[config.mk]
export PLATFORM = sky130hd
export DESIGN_NAME = state_effecter_set_get
export DESIGN_NICKNAME = d
export VERILOG_FILES = /design/src/effecter_pkg.sv /design/src/state_effecter_set_get.sv
export SDC_FILE = /design/constraint.sdc
export NUM_CORES = 1
export LEC_CHECK = 0
export BUFFER_PORTS_ARGS = -buffer_cell sky130_fd_sc_hd__buf_2
export CORE_MARGIN = 2
export CORE_UTILIZATION = 55
export DETAILED_ROUTE_END_ITERATION = 8
export PLACE_DENSITY = 0.74
export SYNTH_ARGS = -nofsm -noshare
export SYNTH_HDL_FRONTEND = slang
export SYNTH_SLANG_ARGS = --single-unit
[constraint.sdc]
create_clock -name i_mclk -period 5.4 [get_ports i_mclk]
set_clock_uncertainty 0.05 [all_clocks]
set_input_delay 1.08 -clock i_mclk [delete_from_list [all_inputs] [get_ports i_mclk]]
set_output_delay 1.08 -clock i_mclk [all_outputs]
set_load 0.02 [all_outputs]
[src/effecter_pkg.sv]
package effecter_pkg;

  // Command selectors for the first request byte.
  localparam logic [7:0] CMD_STATE_WRITE   = 8'h01;
  localparam logic [7:0] CMD_STATE_READ    = 8'h02;

  // Result codes.
  localparam logic [7:0] RC_SUCCESS        = 8'h00;
  localparam logic [7:0] RC_BAD_DATA       = 8'h03;
  localparam logic [7:0] RC_BAD_COMMAND    = 8'h05;
  localparam logic [7:0] RC_UNKNOWN_HANDLE = 8'h80;
  localparam logic [7:0] RC_BAD_STATE      = 8'h81;
  localparam logic [7:0] RC_UNSUPPORTED    = 8'h82;

  // Reserved handles and component count limits.
  localparam logic [15:0] HANDLE_RSV_LO    = 16'h0000;
  localparam logic [15:0] HANDLE_RSV_HI    = 16'hffff;
  localparam logic [7:0]  COUNT_MIN        = 8'h01;
  localparam logic [7:0]  COUNT_MAX        = 8'h08;
  localparam int          MAX_COMP         = 8;

  // Operational condition codes.
  localparam logic [7:0] OP_ENABLED_PEND   = 8'h00;
  localparam logic [7:0] OP_ENABLED_IDLE   = 8'h01;
  localparam logic [7:0] OP_DISABLED       = 8'h02;
  localparam logic [7:0] OP_UNAVAILABLE    = 8'h03;

  // Change request codes and the unknown state value.
  localparam logic [7:0] CHG_LEAVE_AS_IS   = 8'h00;
  localparam logic [7:0] CHG_APPLY_TARGET  = 8'h01;
  localparam logic [7:0] STATE_UNKNOWN     = 8'h00;

  // Request buffer depth: selector, handle, count and eight entries.
  localparam logic [4:0] RX_MAX            = 5'd20;
  localparam logic [4:0] RX_READ_LEN       = 5'd3;
  localparam logic [4:0] RX_HDR_LEN        = 5'd4;

  // Register byte addresses.
  localparam logic [7:0] REG_HANDLE        = 8'h00;
  localparam logic [7:0] REG_COUNT         = 8'h04;
  localparam logic [7:0] REG_STATUS        = 8'h08;
  localparam logic [7:0] REG_DONE          = 8'h0c;
  localparam logic [2:0] REG_OPCFG_PAGE    = 3'h1;
  localparam logic [2:0] REG_STATE_PAGE    = 3'h2;

  // Reset values.
  localparam logic [15:0] HANDLE_RST       = 16'h0001;
  localparam logic [3:0]  COUNT_RST        = 4'h8;
  localparam logic [7:0]  MAXST_RST        = 8'h02;
  localparam logic [7:0]  CURST_RST        = 8'h01;

  typedef struct packed {
    logic       valid;
    logic [7:0] data;
    logic       last;
  } byte_beat_t;

  typedef enum logic [1:0] {
    PH_COLLECT = 2'b00,
    PH_EVAL    = 2'b01,
    PH_SEND    = 2'b10
  } phase_t;

endpackage : effecter_pkg

[src/state_effecter_set_get.sv]
`timescale 1ns/10ps
// Functional notes
// - Handles 0x0000 and 0xffff are reserved and never name an effecter.
// - Component count is one byte, 1 to 8; entries follow in that number.
// - Entries map in order onto component offsets 0 to 7.
// - Leave-as-is keeps the component state and ignores the target byte.
// - Apply-target drives the component toward the entry's target state.
// - Result code is the first response byte; bad handle gives 0x80.
// - Invalid target state gives 0x81; a target for a component that is not enabled gives 0x82.
// - Legal targets depend on each component's configured state set.
// - Read request holds only the handle; response has code, count, entries.
// - Read entry: condition, in-progress state, current state, three bytes.
// - Unless enabled, both state bytes report the unknown state value.
module state_effecter_set_get (
  input  wire logic                    i_mclk,
  input  wire logic                    i_reset_n,
  input  wire effecter_pkg::byte_beat_t i_rx,
  output effecter_pkg::byte_beat_t     o_tx,
  input  wire logic [7:0]              i_addr,
  input  wire logic [31:0]             i_wdata,
  input  wire logic                    i_wr,
  input  wire logic                    i_rd,
  output logic      [31:0]             o_rdata,
  output logic      [63:0]             o_comp_state,
  output logic      [7:0]              o_comp_pending,
  output logic                         o_busy
);

  effecter_pkg::phase_t     phase_r;
  effecter_pkg::byte_beat_t tx_r;
  logic [7:0]               rx_buf_r [0:19];
  logic [4:0]               rx_cnt_r;
  logic [15:0]              handle_r;
  logic [3:0]               count_r;
  logic [7:0]               rc_r;
  logic [7:0][7:0]          cur_r;
  logic [7:0][7:0]          tgt_r;
  logic [7:0][7:0]          opset_r;
  logic [7:0][7:0]          maxst_r;
  logic [7:0]               pend_r;
  logic [31:0]              rdata_r;
  logic [4:0]               tx_idx_r;
  logic [4:0]               tx_len_r;
  logic [2:0]               comp_r;
  logic [1:0]               sub_r;
  logic [7:0]               cmd;
  logic [15:0]              req_handle;
  logic [7:0]               req_cnt;
  logic                     handle_ok;
  logic [7:0]               rc_nxt;
  logic [7:0]               apply_nxt;
  logic                     bad_chg;
  logic                     bad_st;
  logic                     unsup;
  logic                     len_ok;
  logic [7:0]               enabled;
  logic [7:0]               tx_byte;
  logic [7:0]               done_mask;

  assign o_tx           = tx_r;
  assign o_rdata        = rdata_r;
  assign o_comp_state   = cur_r;
  assign o_comp_pending = pend_r;
  assign done_mask      = (i_wr && i_addr == effecter_pkg::REG_DONE) ? i_wdata[7:0] : 8'h00;

  always_comb begin
    for (int i = 0; i < effecter_pkg::MAX_COMP; i++) begin
      enabled[i] = (opset_r[i] == effecter_pkg::OP_ENABLED_IDLE) ||
                   (opset_r[i] == effecter_pkg::OP_ENABLED_PEND);
    end
  end

  // Request decode and result code selection.
  always_comb begin
    cmd        = rx_buf_r[0];
    req_handle = {rx_buf_r[2], rx_buf_r[1]};
    req_cnt    = rx_buf_r[3];
    handle_ok  = (req_handle != effecter_pkg::HANDLE_RSV_LO) &&
                 (req_handle != effecter_pkg::HANDLE_RSV_HI) &&
                 (req_handle == handle_r);
    len_ok     = (req_cnt >= effecter_pkg::COUNT_MIN) &&
                 (req_cnt <= effecter_pkg::COUNT_MAX) &&
                 (req_cnt <= {4'h0, count_r}) &&
                 ({3'h0, rx_cnt_r} == 8'h04 + {req_cnt[6:0], 1'b0});
    bad_chg    = 1'b0;
    bad_st     = 1'b0;
    unsup      = 1'b0;
    apply_nxt  = 8'h00;
    for (int i = 0; i < effecter_pkg::MAX_COMP; i++) begin
      if (8'(i) < req_cnt) begin
        if (rx_buf_r[4 + 2 * i] == effecter_pkg::CHG_APPLY_TARGET) begin
          apply_nxt[i] = 1'b1;
          if (rx_buf_r[5 + 2 * i] == effecter_pkg::STATE_UNKNOWN ||
              rx_buf_r[5 + 2 * i] > maxst_r[i]) begin
            bad_st = 1'b1;
          end else if (!enabled[i]) begin
            unsup = 1'b1;
          end
        end else if (rx_buf_r[4 + 2 * i] != effecter_pkg::CHG_LEAVE_AS_IS) begin
          bad_chg = 1'b1;
        end
      end
    end
    if (cmd == effecter_pkg::CMD_STATE_WRITE) begin
      if (rx_cnt_r < effecter_pkg::RX_HDR_LEN) begin
        rc_nxt = effecter_pkg::RC_BAD_DATA;
      end else if (!handle_ok) begin
        rc_nxt = effecter_pkg::RC_UNKNOWN_HANDLE;
      end else if (!len_ok || bad_chg) begin
        rc_nxt = effecter_pkg::RC_BAD_DATA;
      end else if (bad_st) begin
        rc_nxt = effecter_pkg::RC_BAD_STATE;
      end else if (unsup) begin
        rc_nxt = effecter_pkg::RC_UNSUPPORTED;
      end else begin
        rc_nxt = effecter_pkg::RC_SUCCESS;
      end
    end else if (cmd == effecter_pkg::CMD_STATE_READ) begin
      if (rx_cnt_r != effecter_pkg::RX_READ_LEN) begin
        rc_nxt = effecter_pkg::RC_BAD_DATA;
      end else if (!handle_ok) begin
        rc_nxt = effecter_pkg::RC_UNKNOWN_HANDLE;
      end else begin
        rc_nxt = effecter_pkg::RC_SUCCESS;
      end
    end else begin
      rc_nxt = effecter_pkg::RC_BAD_COMMAND;
    end
  end

  // Phase sequencing and request collection.
  always_ff @(posedge i_mclk) begin
    if (!i_reset_n) begin
      phase_r  <= effecter_pkg::PH_COLLECT;
      rx_cnt_r <= 5'd0;
      rc_r     <= effecter_pkg::RC_SUCCESS;
      tx_len_r <= 5'd1;
      o_busy   <= 1'b0;
    end else begin
      unique case (phase_r)
        effecter_pkg::PH_COLLECT: begin
          if (i_rx.valid) begin
            if (rx_cnt_r <= effecter_pkg::RX_MAX) begin
              rx_cnt_r <= rx_cnt_r + 5'd1;
            end
            if (i_rx.last) begin
              phase_r <= effecter_pkg::PH_EVAL;
              o_busy  <= 1'b1;
            end
          end
        end
        effecter_pkg::PH_EVAL: begin
          rc_r    <= rc_nxt;
          phase_r <= effecter_pkg::PH_SEND;
          if (cmd == effecter_pkg::CMD_STATE_READ && rc_nxt == effecter_pkg::RC_SUCCESS) begin
            tx_len_r <= 5'd2 + 5'(3 * count_r);
          end else begin
            tx_len_r <= 5'd1;
          end
        end
        effecter_pkg::PH_SEND: begin
          rx_cnt_r <= 5'd0;
          if (tx_idx_r == tx_len_r - 5'd1) begin
            phase_r <= effecter_pkg::PH_COLLECT;
            o_busy  <= 1'b0;
          end
        end
        default: begin
          phase_r <= effecter_pkg::PH_COLLECT;
        end
      endcase
    end
  end

  always_ff @(posedge i_mclk) begin
    if (phase_r == effecter_pkg::PH_COLLECT && i_rx.valid && rx_cnt_r < effecter_pkg::RX_MAX) begin
      rx_buf_r[rx_cnt_r] <= i_rx.data;
    end
  end

  // Response byte selection.
  always_comb begin
    if (tx_idx_r == 5'd0) begin
      tx_byte = rc_r;
    end else if (tx_idx_r == 5'd1) begin
      tx_byte = {4'h0, count_r};
    end else if (sub_r == 2'd0) begin
      tx_byte = !enabled[comp_r] ? opset_r[comp_r] :
                pend_r[comp_r] ? effecter_pkg::OP_ENABLED_PEND :
                effecter_pkg::OP_ENABLED_IDLE;
    end else if (!enabled[comp_r]) begin
      tx_byte = effecter_pkg::STATE_UNKNOWN;
    end else if (sub_r == 2'd1 && pend_r[comp_r]) begin
      tx_byte = tgt_r[comp_r];
    end else begin
      tx_byte = cur_r[comp_r];
    end
  end

  always_ff @(posedge i_mclk) begin
    if (!i_reset_n) begin
      tx_r     <= '0;
      tx_idx_r <= 5'd0;
      comp_r   <= 3'd0;
      sub_r    <= 2'd0;
    end else if (phase_r == effecter_pkg::PH_SEND) begin
      tx_r.valid <= 1'b1;
      tx_r.data  <= tx_byte;
      tx_r.last  <= (tx_idx_r == tx_len_r - 5'd1);
      tx_idx_r   <= tx_idx_r + 5'd1;
      if (tx_idx_r >= 5'd2) begin
        if (sub_r == 2'd2) begin
          sub_r  <= 2'd0;
          comp_r <= comp_r + 3'd1;
        end else begin
          sub_r <= sub_r + 2'd1;
        end
      end
    end else begin
      tx_r     <= '0;
      tx_idx_r <= 5'd0;
      comp_r   <= 3'd0;
      sub_r    <= 2'd0;
    end
  end

  // Component state: completion from software, then accepted write requests.
  always_ff @(posedge i_mclk) begin
    if (!i_reset_n) begin
      cur_r  <= {8{effecter_pkg::CURST_RST}};
      tgt_r  <= '0;
      pend_r <= 8'h00;
    end else begin
      for (int i = 0; i < effecter_pkg::MAX_COMP; i++) begin
        if (done_mask[i] && pend_r[i]) begin
          cur_r[i]  <= tgt_r[i];
          pend_r[i] <= 1'b0;
        end
        if (phase_r == effecter_pkg::PH_EVAL && cmd == effecter_pkg::CMD_STATE_WRITE &&
            rc_nxt == effecter_pkg::RC_SUCCESS && apply_nxt[i]) begin
          tgt_r[i]  <= rx_buf_r[5 + 2 * i];
          pend_r[i] <= 1'b1;
        end
      end
    end
  end

  // Register write port.
  always_ff @(posedge i_mclk) begin
    if (!i_reset_n) begin
      handle_r <= effecter_pkg::HANDLE_RST;
      count_r  <= effecter_pkg::COUNT_RST;
      opset_r  <= {8{effecter_pkg::OP_ENABLED_IDLE}};
      maxst_r  <= {8{effecter_pkg::MAXST_RST}};
    end else if (i_wr) begin
      if (i_addr == effecter_pkg::REG_HANDLE) begin
        handle_r <= i_wdata[15:0];
      end
      if (i_addr == effecter_pkg::REG_COUNT && i_wdata[3:0] >= 4'h1 && i_wdata[3:0] <= 4'h8) begin
        count_r <= i_wdata[3:0];
      end
      if (i_addr[7:5] == effecter_pkg::REG_OPCFG_PAGE && i_addr[1:0] == 2'b00) begin
        opset_r[i_addr[4:2]] <= i_wdata[7:0];
        maxst_r[i_addr[4:2]] <= i_wdata[15:8];
      end
    end
  end

  // Register read port, data valid only in the cycle after the strobe.
  always_ff @(posedge i_mclk) begin
    if (!i_reset_n) begin
      rdata_r <= 32'h0000_0000;
    end else if (i_rd) begin
      if (i_addr == effecter_pkg::REG_HANDLE) begin
        rdata_r <= {16'h0000, handle_r};
      end else if (i_addr == effecter_pkg::REG_COUNT) begin
        rdata_r <= {28'h0000000, count_r};
      end else if (i_addr == effecter_pkg::REG_STATUS) begin
        rdata_r <= {15'h0000, o_busy, pend_r, rc_r};
      end else if (i_addr[7:5] == effecter_pkg::REG_OPCFG_PAGE && i_addr[1:0] == 2'b00) begin
        rdata_r <= {16'h0000, maxst_r[i_addr[4:2]], opset_r[i_addr[4:2]]};
      end else if (i_addr[7:5] == effecter_pkg::REG_STATE_PAGE && i_addr[1:0] == 2'b00) begin
        rdata_r <= {15'h0000, pend_r[i_addr[4:2]], tgt_r[i_addr[4:2]], cur_r[i_addr[4:2]]};
      end else begin
        rdata_r <= 32'h0000_0000;
      end
    end else begin
      rdata_r <= 32'h0000_0000;
    end
  end

  a_reserved_handle: assert property (@(posedge i_mclk) disable iff (!i_reset_n)
    (phase_r == effecter_pkg::PH_EVAL && rx_cnt_r >= effecter_pkg::RX_READ_LEN &&
     (cmd == effecter_pkg::CMD_STATE_READ || rx_cnt_r >= effecter_pkg::RX_HDR_LEN) &&
     (req_handle == effecter_pkg::HANDLE_RSV_LO || req_handle == effecter_pkg::HANDLE_RSV_HI))
    |=> (rc_r == effecter_pkg::RC_UNKNOWN_HANDLE || rc_r == effecter_pkg::RC_BAD_DATA))
    else $error("Reserved handle not refused.");

  a_count_range: assert property (@(posedge i_mclk) disable iff (!i_reset_n)
    (phase_r == effecter_pkg::PH_EVAL && cmd == effecter_pkg::CMD_STATE_WRITE &&
     (req_cnt < effecter_pkg::COUNT_MIN || req_cnt > effecter_pkg::COUNT_MAX))
    |=> rc_r != effecter_pkg::RC_SUCCESS)
    else $error("Out of range component count accepted.");

  a_first_resp_byte: assert property (@(posedge i_mclk) disable iff (!i_reset_n)
    phase_r == effecter_pkg::PH_EVAL |-> ##2 (tx_r.valid && tx_r.data == rc_r))
    else $error("First response byte is not the result code.");

  a_error_no_change: assert property (@(posedge i_mclk) disable iff (!i_reset_n)
    (phase_r == effecter_pkg::PH_EVAL && rc_nxt != effecter_pkg::RC_SUCCESS && done_mask == 8'h00)
    |=> ($stable(pend_r) && $stable(tgt_r) && $stable(cur_r)))
    else $error("Component state changed on an error.");

  a_leave_as_is: assert property (@(posedge i_mclk) disable iff (!i_reset_n)
    (phase_r == effecter_pkg::PH_EVAL && rx_buf_r[4] == effecter_pkg::CHG_LEAVE_AS_IS &&
     !done_mask[0])
    |=> ($stable(pend_r[0]) && $stable(tgt_r[0])))
    else $error("Leave-as-is entry changed component zero.");

  a_apply_target: assert property (@(posedge i_mclk) disable iff (!i_reset_n)
    (phase_r == effecter_pkg::PH_EVAL && cmd == effecter_pkg::CMD_STATE_WRITE &&
     rc_nxt == effecter_pkg::RC_SUCCESS && rx_buf_r[4] == effecter_pkg::CHG_APPLY_TARGET)
    |=> (pend_r[0] && tgt_r[0] == $past(rx_buf_r[5])))
    else $error("Apply-target entry not taken by component zero.");

  a_bad_state: assert property (@(posedge i_mclk) disable iff (!i_reset_n)
    (phase_r == effecter_pkg::PH_EVAL && cmd == effecter_pkg::CMD_STATE_WRITE && handle_ok &&
     rx_cnt_r >= effecter_pkg::RX_HDR_LEN && rx_buf_r[4] == effecter_pkg::CHG_APPLY_TARGET &&
     rx_buf_r[5] > maxst_r[0])
    |=> (rc_r == effecter_pkg::RC_BAD_STATE || rc_r == effecter_pkg::RC_BAD_DATA))
    else $error("Target beyond the state set not refused.");

  a_unknown_report: assert property (@(posedge i_mclk) disable iff (!i_reset_n)
    (phase_r == effecter_pkg::PH_SEND && tx_idx_r >= 5'd2 && sub_r != 2'd0 && !enabled[comp_r])
    |=> tx_r.data == effecter_pkg::STATE_UNKNOWN)
    else $error("State byte of a non-enabled component is not unknown.");

endmodule : state_effecter_set_get

==> flow_metrics.tcl <==
set metrics [dict create \
    finalWorstPathRequiredPeriod_ns 4.51 \
    final_critical_path_setup_slack_ns 0.886 \
    vias_per_cell 6.73 \
    crit_path_cell_trace "nor4_4 > nand3_1 > nand4b_1 > nor3_1 > nor4_1 > o2111ai_4 > buf_4 > o31ai_1 > a21oi_1" \
    drt_first_pass_iters 8 \
    number_of_buffers_added_by_the_clock_tree_synthesis_step 51 \
    antenna_violations_before_repair 5 \
    post_route_cells_drive_above_1_share 0.172 \
    max_slew.worst_pin.slew_ns 1.35 \
    mapped_cell_area_mm2 0.0249 \
    place_ws_ns 1.07 \
    finalInstanceArea_mm2 0.0275 \
    grt_start_max_net_pins 182 \
    port-buffer-count 137 \
    hp-class "flip-flop to flip-flop" \
    remaining_overflow_grt 0 \
    ys_top_cells_by_count "sky130_fd_sc_hd__nand2_1, sky130_fd_sc_hd__dfxtp_1, sky130_fd_sc_hd__a21oi_1" \
    routedWlPerCell_um 27.5 \
    yosysTopAreaCell "sky130_fd_sc_hd__dfxtp_1" \
    gr-usage-all-layers 0.364 \
    post_layout_nonfiller_instances 3138 \
    regToRegStartpoint "rx_buf_r[3][7]" \
    ctsRootBufferMaster "sky130_fd_sc_hd__clkbuf_16" \
    routed-via-count 21100 \
    post_synth_main_area_contributors "sky130_fd_sc_hd__dfxtp_1, sky130_fd_sc_hd__edfxtp_1, sky130_fd_sc_hd__mux4_2" \
    arrival_ns 4.93 \
    drt.antenna.violating_nets 0 \
    synth_most_common_cell "sky130_fd_sc_hd__nand2_1" \
    setup_viol 0 \
    reg2reg_to "tgt_r[22]" \
    buffers_inserted_during_post_cts_setup_optimization 0 \
    min_delay_worst_endpoint "maxst_r[43]" \
    crit_buf_inv 1 \
    clock_tree.htree_level_count 2 \
    run_status "finished clean" \
    top_cell_type_s_share_of_synthesized_area 0.272 \
    rrSetupSlack_ns 0.89 \
    worstSetupEndpointType "flip-flop" \
    cts.hold.buffers_added 0 \
    rows 77 \
    hold_violations 0 \
    synth.avg_cell_area_um2 10.1 \
    cap_viol_max_count 0 \
    clk_path_buf_depth 3 \
    worst_ep_required_time_ns 5.82 \
    yosys_register_bits 498 \
    synth_cell_types 67 \
    layout.nets 2642 \
    detail_route.wirelength_um 86300 \
    x_dimension_of_the_die_um 217 \
    crit_path_max_incr_delay_ns 0.89 \
    detailedRoute.firstIterationViolations 3308 \
    hold_depth 2 \
    cp_slowest_cell "sky130_fd_sc_hd__nor4_1" \
    number_of_cells_produced_by_synthesis 2457 \
    place.detailed.hpwl_um 62700 \
    io_pins 169 \
    totalPowerFinal_uw 7790 \
    drc_errors 0 \
    critical_path.startpoint_type "flip-flop" \
    die_h_um 217 \
    worst_r2r_path_depth 9 \
    synthArstFlopShare 0 \
    dpl.cell_count 3042 \
    worst_setup_hold_path_clk_slew_ns 0.06 \
    first_global_vias 19700 \
    finalCritPeriodShare 0.836 \
    synth_top_flop_cell "sky130_fd_sc_hd__dfxtp_1" \
    critical_path_peak_fanout 33 \
    maxClockFrequency_ghz 0.222 \
    cts.repair.resized 0 \
    fin_tns_setup_ns 0 \
    synth.yosys.warnings 0 \
    grt_setup_unrepaired "false" \
    clk_latency_ns 0.60 \
    p_leak_uw 0.00977 \
    core_area_mm2 0.0445 \
    ir_drop_mv 0.330 \
    count_of_flip_flops_with_a_built_in_enable_after_synthesis 160 \
    floorplan.die_area_mm2 0.0470 \
    tritoncts_clock_tree "yes" \
    relative_area_change_from_synthesis_to_final_layout_pct 10.5 \
    grt_first_pass_wirelength_um 127000 \
    crit_family "simple AND/OR/NAND/NOR gates" \
    slew_violations 0 \
    finalWeightedCongestion 0.983 \
    worst_slew_margin_rel 0.0973 \
    min-delay-start "maxst_r[43]" \
    placedInstanceArea_mm2 0.0258 \
    floorplan.initialDensity 0.560 \
    power_density_normalized_to_cell_area_mw_per_mm2 283 \
    timing_worst_setup_path_type "flip-flop to flip-flop" \
    clkSinkCount 498 \
    ys_seq_area_frac 0.464 \
]
-- layer usage --
layer  wire length [µm]  track usage
met5                 42            0
met4               4800        0.183
met3              11300       0.0952
met2              38300        0.559
met1              31800        0.478
-- layout by cell type, fill, tap and decap left out, types with 56 or more instances in the layout --
master                      netlist  final
sky130_fd_sc_hd__inv_1           86     86
sky130_fd_sc_hd__mux2i_1         92     92
sky130_fd_sc_hd__a21oi_1        294    294
sky130_fd_sc_hd__buf_2           28    135
sky130_fd_sc_hd__nor2_1         146    146
sky130_fd_sc_hd__nand2_1        400    400
sky130_fd_sc_hd__mux4_2         126    126
sky130_fd_sc_hd__ha_1            84     84
sky130_fd_sc_hd__dfxtp_1        338    336
sky130_fd_sc_hd__edfxtp_1       160    160
sky130_fd_sc_hd__clkbuf_16        0     56
sky130_fd_sc_hd__nand4_1        100    100
-- state kept, by name, summed over array words and instances (netlist names), 10 cells and up --
name,count
rx_buf_r,160
maxst_r,64
o_comp_state,64
opset_r,64
tgt_r,64
o_rdata,17
handle_r,16
o_tx,10
-- power breakdown --
group / switching, µW / internal (µW)
sequential: 14.5 / 3880
combinational: 210 / 61.8
clock: 1520 / 2110
-- worst reg2reg max path: stages (launching register included) --
cell,delay (ns)
sky130_fd_sc_hd__edfxtp_1,0.41
sky130_fd_sc_hd__nor4_4,0.54
sky130_fd_sc_hd__nand3_1,0.49
sky130_fd_sc_hd__nand4b_1,0.24
sky130_fd_sc_hd__nor3_1,0.12
sky130_fd_sc_hd__nor4_1,0.89
sky130_fd_sc_hd__o2111ai_4,0.65
sky130_fd_sc_hd__buf_4,0.51
sky130_fd_sc_hd__o31ai_1,0.37
sky130_fd_sc_hd__a21oi_1,0.12
-- stage by stage --
step                      utilization  hold slack (ns)
after floorplan                     -            0.394
after global placement          0.580            0.408
after detailed placement        0.580            0.416
after CTS                       0.619            0.425
after global routing            0.619            0.452
final                           0.619            0.425
-- cells by family (layout without fill, tap and decap cells) --
family          Yosys count  count (layout)  synth area share
flops                   498             498             0.464
fa+ha+maj                85              85            0.0430
xor+xnor                 35              35            0.0123
simple gates            873             873             0.166
mux                     229             229             0.156
other cells               1              16          0.000151
buf+inv                 271             345            0.0474
compound gates          465             465             0.111
-- worst max path at each step --
stage | start | endpoint | cells past startpoint
final | rx_buf_r[3][7] | tgt_r[22] | 9
after global routing | rx_buf_r[3][7] | rc_r[1] | 9
after CTS | rx_buf_r[3][7] | tgt_r[22] | 9
after detailed placement | rx_buf_r[3][7] | tgt_r[7] | 9
after global placement | rx_buf_r[3][7] | rc_r[1] | 9
after floorplan | i_addr[2] | maxst_r[17] | 8
-- area by class of cell --
| cell class | instances | area, µm² |
|---|---|---|
| Fill cell | 3633 | 17000 |
| Multi-Input combinational cell | 1702 | 12300 |
| Sequential cell | 498 | 11600 |
| Clock buffer | 71 | 1520 |
| Timing Repair Buffer | 162 | 903 |
| Tap cell | 592 | 741 |
| Inverter | 88 | 338 |
| Clock inverter | 24 | 205 |
| Antenna cell | 1 | 2.50 |
Note: power is estimated with default switching activity, not from simulation.
